**config.mk**
```make
export PLATFORM = sky130hd
export DESIGN_NAME = main_control
export DESIGN_NICKNAME = d
export VERILOG_FILES = /design/src/main_control_pkg.sv /design/src/main_control.sv /design/src/signal_gate.sv
export SDC_FILE = /design/constraint.sdc
export NUM_CORES = 1
export LEC_CHECK = 0
export BUFFER_PORTS_ARGS = -buffer_cell sky130_fd_sc_hd__buf_2
export CORE_ASPECT_RATIO = 2
export CORE_UTILIZATION = 56
export CTS_BUF_LIST = sky130_fd_sc_hd__clkbuf_2
export CTS_CLUSTER_DIAMETER = 60
export DETAILED_ROUTE_END_ITERATION = 10
export PLACE_DENSITY = 0.9
export SETUP_SLACK_MARGIN = 0.5
export SLEW_MARGIN = 25
export SYNTH_ARGS = -nofsm -noshare
export SYNTH_HDL_FRONTEND = slang
export SYNTH_SLANG_ARGS = --single-unit
```
**constraint.sdc**
```tcl
create_clock -name sys_clk_i -period 3.9 [get_ports sys_clk_i]
set_clock_uncertainty 0.2 [all_clocks]
set_input_delay 0.195 -clock sys_clk_i [delete_from_list [all_inputs] [get_ports sys_clk_i]]
set_output_delay 0.195 -clock sys_clk_i [all_outputs]
set_load 0.02 [all_outputs]
```
**src/main_control_pkg.sv**
```systemverilog
// constants for the transceiver main control register block
// assumes a single 100 MHz system clock and a synchronous reset
package main_control_pkg;

   localparam int unsigned   CTRL_W             = 32;
   localparam logic [3:0]    ADDR_MAIN_CONTROL  = 4'h4;
   localparam logic [3:0]    ADDR_SOFT_RESET    = 4'hB;
   localparam logic [31:0]   MAIN_CONTROL_RESET = 32'h10000270;
   localparam logic [31:0]   UNMAPPED_READ      = 32'hFFFFFFFF;

   // field positions inside main_control
   localparam int unsigned   POS_POWER          = 31;
   localparam int unsigned   POS_DIRECTION      = 30;
   localparam int unsigned   POS_RECOVERED_CLK  = 29;
   localparam int unsigned   POS_LOCK_GATED     = 28;
   localparam int unsigned   POS_AMPLIFIER      = 27;
   localparam int unsigned   POS_WAKEUP         = 26;
   localparam int unsigned   POS_LOW_NOISE_GAIN = 25;
   localparam int unsigned   POS_MEASURE_SEL    = 24;
   localparam int unsigned   POS_THRESHOLD_HI   = 23;
   localparam int unsigned   POS_THRESHOLD_LO   = 18;
   localparam int unsigned   POS_HYSTERESIS_HI  = 17;
   localparam int unsigned   POS_HYSTERESIS_LO  = 15;
   localparam int unsigned   POS_TX_LEVEL_HI    = 14;
   localparam int unsigned   POS_TX_LEVEL_LO    = 12;
   localparam int unsigned   POS_TX_FREQ_SET    = 11;
   localparam int unsigned   POS_RX_FREQ_HI     = 9;
   localparam int unsigned   POS_RX_FREQ_LO     = 8;
   localparam int unsigned   POS_CRYSTAL        = 7;
   localparam int unsigned   POS_DISC_BW        = 6;
   localparam int unsigned   POS_POLARITY       = 5;
   localparam int unsigned   POS_SLICER_REF     = 4;
   localparam int unsigned   POS_CONV_SOURCE    = 1;
   localparam int unsigned   POS_EXTENDED       = 0;

   // serial frame: 4 address bits then the direction bit
   localparam logic [2:0]    HDR_LAST_BIT       = 3'h4;
   localparam logic [5:0]    DATA_BITS_MAX      = 6'h20;

   // converter routing codes
   localparam logic [1:0]    CONV_RSSI          = 2'h0;
   localparam logic [1:0]    CONV_SUPPLY        = 2'h1;
   localparam logic [1:0]    CONV_DISC_DC       = 2'h2;

   typedef enum logic [1:0] {
      ST_IDLE  = 2'b00,
      ST_ADDR  = 2'b01,
      ST_WRITE = 2'b10,
      ST_READ  = 2'b11
   } serial_state_type;

endpackage

```
**src/main_control.sv**
```systemverilog
// main control register of the transceiver behind its 3-wire serial port
// assumes pins are asynchronous; converter samples come on sys_clk_i
`timescale 1ns/1ps
`default_nettype none
module main_control (
   input  wire logic       sys_clk_i,
   input  wire logic       rst_i,
   input  wire logic       sle_i,
   input  wire logic       sck_i,
   input  wire logic       sdata_i,
   output logic            sdata_o,
   output logic            sdata_oe_o,
   input  wire logic       synth_lock_flag_i,
   input  wire logic       demod_raw_i,
   input  wire logic       tx_data_i,
   input  wire logic       adc_valid_i,
   input  wire logic [5:0] adc_sample_i,
   output logic [31:0]     main_control_o,
   output logic            core_active_o,
   output logic            transmit_mode_o,
   output logic            recovered_clock_run_o,
   output logic            amplifier_on_o,
   output logic            wakeup_run_o,
   output logic            low_noise_min_gain_o,
   output logic [2:0]      transmit_power_level_o,
   output logic [1:0]      freq_reg_index_o,
   output logic            discriminator_narrow_o,
   output logic            slicer_internal_ref_o,
   output logic [1:0]      converter_route_o,
   output logic [5:0]      measured_signal_level_o,
   output logic [5:0]      measured_supply_o,
   output logic            demodulated_data_out_o,
   output logic            extended_mode_o
);
   import main_control_pkg::*;

   logic [5:0]       in_s1_ff;
   logic [5:0]       in_s2_ff;
   logic             sle_d_ff;
   logic             sck_d_ff;
   logic             sle_s;
   logic             sck_s;
   logic             sdin_s;
   logic             lock_s;
   logic             demod_s;
   logic             txd_s;
   logic             sle_fall;
   logic             sle_rise;
   logic             sck_rise;
   logic             sck_fall;

   serial_state_type state_ff;
   logic [2:0]       hdr_cnt_ff;
   logic [3:0]       addr_ff;
   logic [5:0]       wr_cnt_ff;
   logic [31:0]      wr_sr_ff;
   logic [31:0]      rd_sr_ff;
   logic             written_ff;
   logic             sdata_ff;
   logic             sdata_oe_ff;
   logic             commit_full;
   logic             commit_part;
   logic             soft_reset;
   logic [31:0]      main_control_ff;
   logic [31:0]      nxt_main_control;

   logic [5:0]       signal_level_ff;
   logic [5:0]       supply_ff;
   logic             rssi_sample;
   logic             gate_pass;

   // merges the top n written bits over the current contents
   function automatic logic [31:0] merge_bits(input logic [31:0] cur,
                                              input logic [31:0] sr,
                                              input logic [5:0]  n);
      logic [31:0] mask;
      logic [5:0]  sh;
      mask = ~(UNMAPPED_READ >> n);
      sh   = DATA_BITS_MAX - n;
      merge_bits = (cur & ~mask) | ((sr << sh) & mask);
   endfunction

   // pins cross into the clock domain through two flops
   always_ff @(posedge sys_clk_i) begin
      if (rst_i) begin
         in_s1_ff <= 6'h20;
         in_s2_ff <= 6'h20;
         sle_d_ff <= 1'b1;
         sck_d_ff <= 1'b0;
      end else begin
         in_s1_ff <= {sle_i, sck_i, sdata_i, synth_lock_flag_i,
                      demod_raw_i, tx_data_i};
         in_s2_ff <= in_s1_ff;
         sle_d_ff <= in_s2_ff[5];
         sck_d_ff <= in_s2_ff[4];
      end
   end

   always_comb begin
      sle_s    = in_s2_ff[5];
      sck_s    = in_s2_ff[4];
      sdin_s   = in_s2_ff[3];
      lock_s   = in_s2_ff[2];
      demod_s  = in_s2_ff[1];
      txd_s    = in_s2_ff[0];
      sle_fall = sle_d_ff & ~sle_s;
      sle_rise = ~sle_d_ff & sle_s;
      sck_rise = ~sck_d_ff & sck_s;
      sck_fall = sck_d_ff & ~sck_s;
   end

   // frame engine; sle high is idle so a glitch on sck never writes
   always_ff @(posedge sys_clk_i) begin
      if (rst_i) begin
         state_ff    <= ST_IDLE;
         hdr_cnt_ff  <= 3'h0;
         addr_ff     <= 4'h0;
         wr_cnt_ff   <= 6'h00;
         wr_sr_ff    <= 32'h00000000;
         rd_sr_ff    <= 32'h00000000;
         written_ff  <= 1'b0;
         sdata_ff    <= 1'b0;
         sdata_oe_ff <= 1'b0;
      end else if (sle_rise) begin
         state_ff    <= ST_IDLE;
         sdata_oe_ff <= 1'b0;
         sdata_ff    <= 1'b0;
      end else if (sle_fall) begin
         state_ff    <= ST_ADDR;
         hdr_cnt_ff  <= 3'h0;
      end else begin
         case (state_ff)
            ST_ADDR: begin
               if (sck_rise) begin
                  hdr_cnt_ff <= hdr_cnt_ff + 3'h1;
                  if (hdr_cnt_ff != HDR_LAST_BIT) begin
                     addr_ff <= {addr_ff[2:0], sdin_s};
                  end else if (sdin_s) begin
                     state_ff   <= ST_WRITE;
                     wr_cnt_ff  <= 6'h00;
                     written_ff <= 1'b0;
                  end else begin
                     state_ff <= ST_READ;
                     // unmapped addresses read ones then zeros
                     if (addr_ff == ADDR_MAIN_CONTROL) begin
                        rd_sr_ff <= main_control_ff;
                     end else begin
                        rd_sr_ff <= UNMAPPED_READ;
                     end
                  end
               end
            end
            ST_WRITE: begin
               if (sck_rise) begin
                  if (wr_cnt_ff != DATA_BITS_MAX) begin
                     wr_sr_ff  <= {wr_sr_ff[30:0], sdin_s};
                     wr_cnt_ff <= wr_cnt_ff + 6'h01;
                  end else begin
                     written_ff <= 1'b1;
                  end
               end
            end
            ST_READ: begin
               // zeros shift in, so overlong reads clamp to zero
               if (sck_fall) begin
                  sdata_oe_ff <= 1'b1;
                  sdata_ff    <= rd_sr_ff[31];
                  rd_sr_ff    <= {rd_sr_ff[30:0], 1'b0};
               end
            end
            default: begin
               state_ff <= ST_IDLE;
            end
         endcase
      end
   end

   always_comb begin
      commit_full = (state_ff == ST_WRITE) && sck_rise && !sle_rise
                    && !sle_fall && (wr_cnt_ff == DATA_BITS_MAX)
                    && !written_ff && (addr_ff == ADDR_MAIN_CONTROL);
      commit_part = sle_rise && (state_ff == ST_WRITE) && !written_ff
                    && (wr_cnt_ff != 6'h00)
                    && (addr_ff == ADDR_MAIN_CONTROL);
      soft_reset  = sle_rise && (state_ff == ST_WRITE)
                    && (wr_cnt_ff != 6'h00)
                    && (addr_ff == ADDR_SOFT_RESET);
      nxt_main_control = merge_bits(main_control_ff, wr_sr_ff, wr_cnt_ff);
   end

   // reserved and crystal bits are stored as the host writes them
   always_ff @(posedge sys_clk_i) begin
      if (rst_i || soft_reset) begin
         main_control_ff <= MAIN_CONTROL_RESET;
      end else if (commit_full || commit_part) begin
         main_control_ff <= nxt_main_control;
      end
   end

   // shared converter: a supply reading freezes the rssi result
   always_comb begin
      rssi_sample = adc_valid_i && main_control_ff[POS_POWER]
                    && !main_control_ff[POS_MEASURE_SEL];
   end

   always_ff @(posedge sys_clk_i) begin
      if (rst_i) begin
         signal_level_ff <= 6'h00;
         supply_ff       <= 6'h00;
      end else if (adc_valid_i && main_control_ff[POS_POWER]) begin
         if (!main_control_ff[POS_MEASURE_SEL]) begin
            signal_level_ff <= adc_sample_i;
         end else begin
            supply_ff <= adc_sample_i;
         end
      end
   end

   signal_gate u_signal_gate (
      .sys_clk_i      (sys_clk_i),
      .rst_i          (rst_i),
      .sample_valid_i (rssi_sample),
      .level_i        (adc_sample_i),
      .threshold_i    (main_control_ff[POS_THRESHOLD_HI:POS_THRESHOLD_LO]),
      .hysteresis_i   (main_control_ff[POS_HYSTERESIS_HI:POS_HYSTERESIS_LO]),
      .pass_o         (gate_pass)
   );

   // control outputs, all registered; power-down masks the core
   always_ff @(posedge sys_clk_i) begin
      if (rst_i) begin
         core_active_o          <= 1'b0;
         transmit_mode_o        <= 1'b0;
         recovered_clock_run_o  <= 1'b0;
         amplifier_on_o         <= 1'b0;
         wakeup_run_o           <= 1'b0;
         low_noise_min_gain_o   <= 1'b0;
         transmit_power_level_o <= 3'h0;
         freq_reg_index_o       <= 2'h2;
         discriminator_narrow_o <= 1'b0;
         slicer_internal_ref_o  <= 1'b1;
         converter_route_o      <= CONV_RSSI;
         demodulated_data_out_o <= 1'b0;
         extended_mode_o        <= 1'b0;
      end else begin
         core_active_o   <= main_control_ff[POS_POWER];
         transmit_mode_o <= main_control_ff[POS_DIRECTION];
         recovered_clock_run_o <= main_control_ff[POS_POWER]
                                  & main_control_ff[POS_RECOVERED_CLK];
         amplifier_on_o <= main_control_ff[POS_POWER]
                           & main_control_ff[POS_AMPLIFIER]
                           & main_control_ff[POS_DIRECTION]
                           & (lock_s | ~main_control_ff[POS_LOCK_GATED]);
         wakeup_run_o <= main_control_ff[POS_POWER]
                         & main_control_ff[POS_WAKEUP];
         low_noise_min_gain_o <= main_control_ff[POS_LOW_NOISE_GAIN];
         transmit_power_level_o <=
            main_control_ff[POS_TX_LEVEL_HI:POS_TX_LEVEL_LO];
         if (main_control_ff[POS_DIRECTION]) begin
            freq_reg_index_o <= {main_control_ff[POS_TX_FREQ_SET],
                                 txd_s};
         end else begin
            freq_reg_index_o <=
               main_control_ff[POS_RX_FREQ_HI:POS_RX_FREQ_LO];
         end
         discriminator_narrow_o <= ~main_control_ff[POS_EXTENDED]
                                   & ~main_control_ff[POS_DISC_BW];
         slicer_internal_ref_o <= main_control_ff[POS_SLICER_REF];
         if (!main_control_ff[POS_MEASURE_SEL]) begin
            converter_route_o <= CONV_RSSI;
         end else if (main_control_ff[POS_CONV_SOURCE]) begin
            converter_route_o <= CONV_DISC_DC;
         end else begin
            converter_route_o <= CONV_SUPPLY;
         end
         demodulated_data_out_o <= main_control_ff[POS_POWER] & gate_pass
            & (main_control_ff[POS_POLARITY] ? demod_s : ~demod_s);
         extended_mode_o <= main_control_ff[POS_EXTENDED];
      end
   end

   assign sdata_o                 = sdata_ff;
   assign sdata_oe_o              = sdata_oe_ff;
   assign main_control_o          = main_control_ff;
   assign measured_signal_level_o = signal_level_ff;
   assign measured_supply_o       = supply_ff;
endmodule // main_control
`default_nettype wire

```
**src/signal_gate.sv**
```systemverilog
// signal-level hysteresis gate for the demodulated data output
// assumes level samples arrive on the system clock with a valid strobe
`timescale 1ns/1ps
`default_nettype none
module signal_gate (
   input  wire logic       sys_clk_i,
   input  wire logic       rst_i,
   input  wire logic       sample_valid_i,
   input  wire logic [5:0] level_i,
   input  wire logic [5:0] threshold_i,
   input  wire logic [2:0] hysteresis_i,
   output logic            pass_o
);
   import main_control_pkg::*;

   logic [6:0] high_level;
   logic [5:0] low_level;
   logic       pass_ff;

   always_comb begin
      high_level = {1'b0, threshold_i} + {4'h0, hysteresis_i};
      // floor at zero so a large hysteresis never wraps the low level
      if (threshold_i >= {3'h0, hysteresis_i}) begin
         low_level = threshold_i - {3'h0, hysteresis_i};
      end else begin
         low_level = 6'h00;
      end
   end

   always_ff @(posedge sys_clk_i) begin
      if (rst_i) begin
         pass_ff <= 1'b0;
      end else if (sample_valid_i) begin
         if ({1'b0, level_i} >= high_level) begin
            pass_ff <= 1'b1;
         end else if (level_i < low_level) begin
            pass_ff <= 1'b0;
         end
      end
   end

   assign pass_o = pass_ff;
endmodule // signal_gate
`default_nettype wire

```
-- After elaboration in Yosys (flattened, before gate mapping)
Cells that the tools add are included.
Widths: inputs -> output; s select.
- flip-flop bits (word level): 158
- output and inout bits: 63
- logic and storage cells: 164
- add/sub/neg operators: 5
- order comparisons: 3
- equal/unequal tests: 19
- shift operators: 2
- multiplexer cells: 32
- bitwise gates (word level): 30
- reductions and logical operators: 42
- operators with widths (operator ; count):
    $mux 32 ; 5
    $and 32x32->32 ; 2
    $not 32->32 ; 2
    $pmux 32 s2 ; 1
    $mux 6 ; 6
    $or 32x32->32 ; 1
    $shl 32x6->32 ; 1
    $shr 32x6->32 const A ; 1
    $ne 2x2->1 const B ; 8
    $reduce_and 8->1 ; 2
    $logic_and 1x1->1 ; 14
    $and 1x1->1 ; 12
    $not 1->1 ; 12
    $pmux 6 s2 ; 1
    $reduce_and 3->1 ; 4
    $mux 1 ; 10
    $reduce_and 5->1 ; 2
    $reduce_bool 2->1 ; 5
    $mux 3 ; 3
    $ne 3x3->1 const B ; 3
    $mux 2 ; 4
    $add 6x3->7 ; 1
    $ge 6x7->1 ; 1
    $reduce_and 7->1 ; 1
    other kinds (22) ; 31

-- Depth between registers and ports, before layout
- word-level depth: 9
- mapped depth: 15
- depth with buffers taken out: 13

-- Cells and area by module
From an unflattened synthesis, not the netlist that was laid out.
- cell total of the unflattened synthesis: 963
- area, all modules: 8415.6 um^2
- by module, submodules not included (module ; instances ; cells an instance ; area each (um^2)):
    main_control ; 1 ; 885 ; 7758.7
    signal_gate ; 1 ; 78 ; 656.9

-- Worst setup path after synthesis
No wires, ideal clock.
- path kind: register to register
- from: register wr_cnt_ff[0]
- to: register (tool-made name)
- library setup time: 126 ps
- arrival: 3402 ps
- required time: 3574 ps
- path slack: 172 ps
- cell stages (with the launch flop): 14
- path buffers: 6
- cell sequence: dfxtp_1 > buf_6 > buf_2 > inv_1 > buf_2 > clkbuf_1 > ha_1 > ha_1 > buf_2 > clkbuf_1 > mux4_2 > mux4_2 > a221oi_1 > a21oi_1
- RTL lines (what ; RTL line ; text):
    from (decl) ; main_control.sv:55 ; logic [5:0] wr_cnt_ff;
    from (signal assigned) ; main_control.sv:157 ; wr_cnt_ff <= wr_cnt_ff + 6'h01;

==> results.cfg <==
[placement]
numPortBuffers = 77
place_hpwl_um = 19800
place.gp.congestion = 1.06
postPlaceCellArea_um2 = 9330

[logic_synthesis]
yosys_warnings = 0
synth.distinct_cells = 68
synth_flop_cell = dfxtp_1
async_flop_share_pct = 0
synth_edf_count = 0
syn_area_um2 = 8850
ys_seq_area_share_pct = 35.7
synthCells = 1028
synth-seq-cells = 158
avgSynthCellArea_um2 = 8.61
syn_nets = 1072

[clock_tree]
cts.sinks = 158
cts_max_path_buffers = 2
root_buffer = clkbuf_2
cts-buffers-inserted = 17
cts_tree = done
postCtsSetupRepairBufs = 0
clkTransAtPathRegs_ns = 0.31
htreeDepth = 4
clkLatencyLatePin_ns = 0.80

[layout]
area_delta_synth_final_pct = 11.1
fillers = 1258
drive_gt1_share_pct = 18.5
nNetsFinal = 1125
design_area_um2 = 9830

[detailed_routing]
firstDrtPassIters = 8
drc_errors = 0
ant_nets = 0
routed_wl_um = 27900
vias = 8473
first_iter_violations = 731
wire_per_inst_um = 21.6
vias_per_cell = 6.55

[setup_path]
cp-end-kind = flip-flop
worstSetupPathType = flip-flop to flip-flop
crit_arrival_ns = 3.74
worstPathRequired_ns = 4.37
start_kind = flip-flop
crit_fanout = 44

[sta]
max_freq_mhz = 306
fin_tns_setup_ns = 0
hold_viol = 0
finalSetupViolCount = 0
fin_crit_sh_pct = 83.8
tightest_slew_ns = 0.954
relSlewSlack_pct = 36.4
maxSlewViolCount = 0
rsz0062_at_grt = false
layout_min_cycle_time_ns = 3.27

[floorplanning]
io_pins = 78
start_util_pct = 57.6
core_area_um2 = 15400
fp.dieH_um = 180
num_rows = 64
die-width_um = 90.9
dieArea_um2 = 16300

[global_route]
overflow = 0
grt_pass1_vias = 8425
grt_first_pass_wirelength_um = 44200
grtUsageTotal_pct = 34.6
grt_max_degree = 95
antenna_found_initial = 1

[job]
drv_cap = 0

[power_and_ir_drop]
power_density_nw_per_um2 = 272
p_leak_nw = 3.68
ir_drop_mv = 0.190

[min_path]
worstHoldPathType = primary input to flip-flop

[outcome]
outcome = finished clean
## kinds of logic (layout without fill, tap and decap cells)
family,after synthesis,in the layout,share of synthesized area [%]
other cells,0,1,0
buf+inv,113,179,5.12
compound gates,253,253,18.5
simple gates,355,355,18.5
mux,105,105,16.4
xor+xnor,15,15,1.48
flops,158,158,35.7
fa+ha+maj,29,29,4.27
## cell type report
| class | count | area (um2) | share of cell area (%) |
|---|---|---|---|
| Antenna cell | 1 | 2.50 | 0.0255 |
| Clock buffer | 17 | 85.1 | 0.865 |
| Clock inverter | 15 | 191 | 1.95 |
| Inverter | 26 | 97.6 | 0.993 |
| Multi-Input combinational cell | 757 | 5240 | 53.3 |
| Sequential cell | 158 | 3170 | 32.2 |
| Tap cell | 198 | 248 | 2.52 |
| Timing Repair Buffer | 121 | 798 | 8.12 |
## cells in the final DEF, fill, tap and decap left out, drive strengths merged, types with 6 or more instances in the layout
| cell | netlist | layout |
|---|---|---|
| mux2i | 57 | 57 |
| nor2 | 57 | 57 |
| o31ai | 8 | 8 |
| a211oi | 8 | 8 |
| a31oi | 6 | 6 |
| dfxtp | 158 | 158 |
| clkbuf | 64 | 17 |
| inv | 26 | 32 |
| xnor2 | 10 | 10 |
| mux2 | 18 | 18 |
| nand2 | 173 | 173 |
| nand4 | 12 | 12 |
| clkinv | 0 | 7 |
| dlygate4sd3 | 0 | 22 |
| nand3 | 31 | 31 |
| buf | 23 | 99 |
| o221ai | 31 | 31 |
| o41ai | 6 | 6 |
| o211ai | 11 | 11 |
| a21oi | 105 | 105 |
| nor2b | 25 | 25 |
| ha | 27 | 27 |
| o21ai | 37 | 37 |
| nor3 | 19 | 19 |
| a21o | 10 | 10 |
| mux4 | 30 | 30 |
## routing by layer
layer  vias to the layer above  wire length (um)  track usage (%)
met5                         -                 0                0
met4                         0              2580             30.2
met3                       183              1980             7.06
met2                       551             14400             62.6
met1                      3927              8940             32.2
li1                       3812                 -                -
## synth_stat cells, types with 3 or more instances
master    instances  area, um2
a211oi_1          7       52.6
a21o_1            9       67.6
a21oi_1         105        526
a31oi_1           6       37.5
a32oi_1           5       43.8
and2_1            5       31.3
and3_1            5       31.3
buf_1             5       18.8
buf_2            17       85.1
clkbuf_1         64        240
dfxtp_1         158       3160
ha_1             27        338
inv_1            25       93.8
mux2_2           18        203
mux2i_1          57        571
mux4_2           30        676
nand2_1         172        646
nand2b_1          4       25.0
nand3_1          31        155
nand4_1          12       75.1
nor2_1           56        210
nor2b_1          25        156
nor3_1           19       95.1
nor3b_1           3       22.5
nor4_1            5       31.3
o211ai_1         11       82.6
o21a_1            3       22.5
o21ai_0          35        175
o221ai_1         31        272
o31ai_1           7       52.6
o41ai_1           5       43.8
or2_2             4       25.0
xnor2_1          10       87.6
xor2_1            5       43.8
## critical path, stage by stage (launching register included)
cell,delay (ns)
dfxtp_1,0.65
inv_1,0.09
ha_2,0.43
buf_12,0.27
mux4_2,0.64
mux2i_1,0.28
nor3_1,0.08
a211oi_1,0.38
o31ai_1,0.11
## through the flow
stage                     worst slack, ns  utilization, %  hold WS, ns  std cells  total power, mW
after floorplan                     0.513               -       0.0988       1028             1.70
after global placement              0.790            60.6        0.180       1238             1.73
after detailed placement            0.705            60.7        0.196       1238             1.73
after CTS                           0.667            63.9       0.0307       1292             2.67
after global routing                0.528            63.9       0.0297       1293             2.76
final                               0.631            63.9       0.0416       1293             2.67
## report_power, final
part           total (mW)  switching [mW]  internal, mW  leakage (nW)
registers            1.63         0.00477          1.63          1.28
clock network       0.956           0.727         0.229         0.152
logic              0.0847          0.0507        0.0340          2.25
total                2.67           0.782          1.89          3.68
## timing repair
item                                   in CTS  in global routing
hold buffers                               22                  0
setup endpoints to repair                   0                  3
endpoints found under the hold margin      46                  0
resized for setup                           0                  2
## worst paths after layout
check                   from                    to  slack [ns]  cells past startpoint
max             wr_cnt_ff[1]             flip-flop        0.63                      8
min          adc_sample_i[5]  measured_supply_o[5]        0.04                      4
max reg2reg     wr_cnt_ff[1]             flip-flop        0.63                      8
min reg2reg      in_s1_ff[0]           in_s2_ff[0]        0.24                      1
Power figures use the tool's default switching activity.
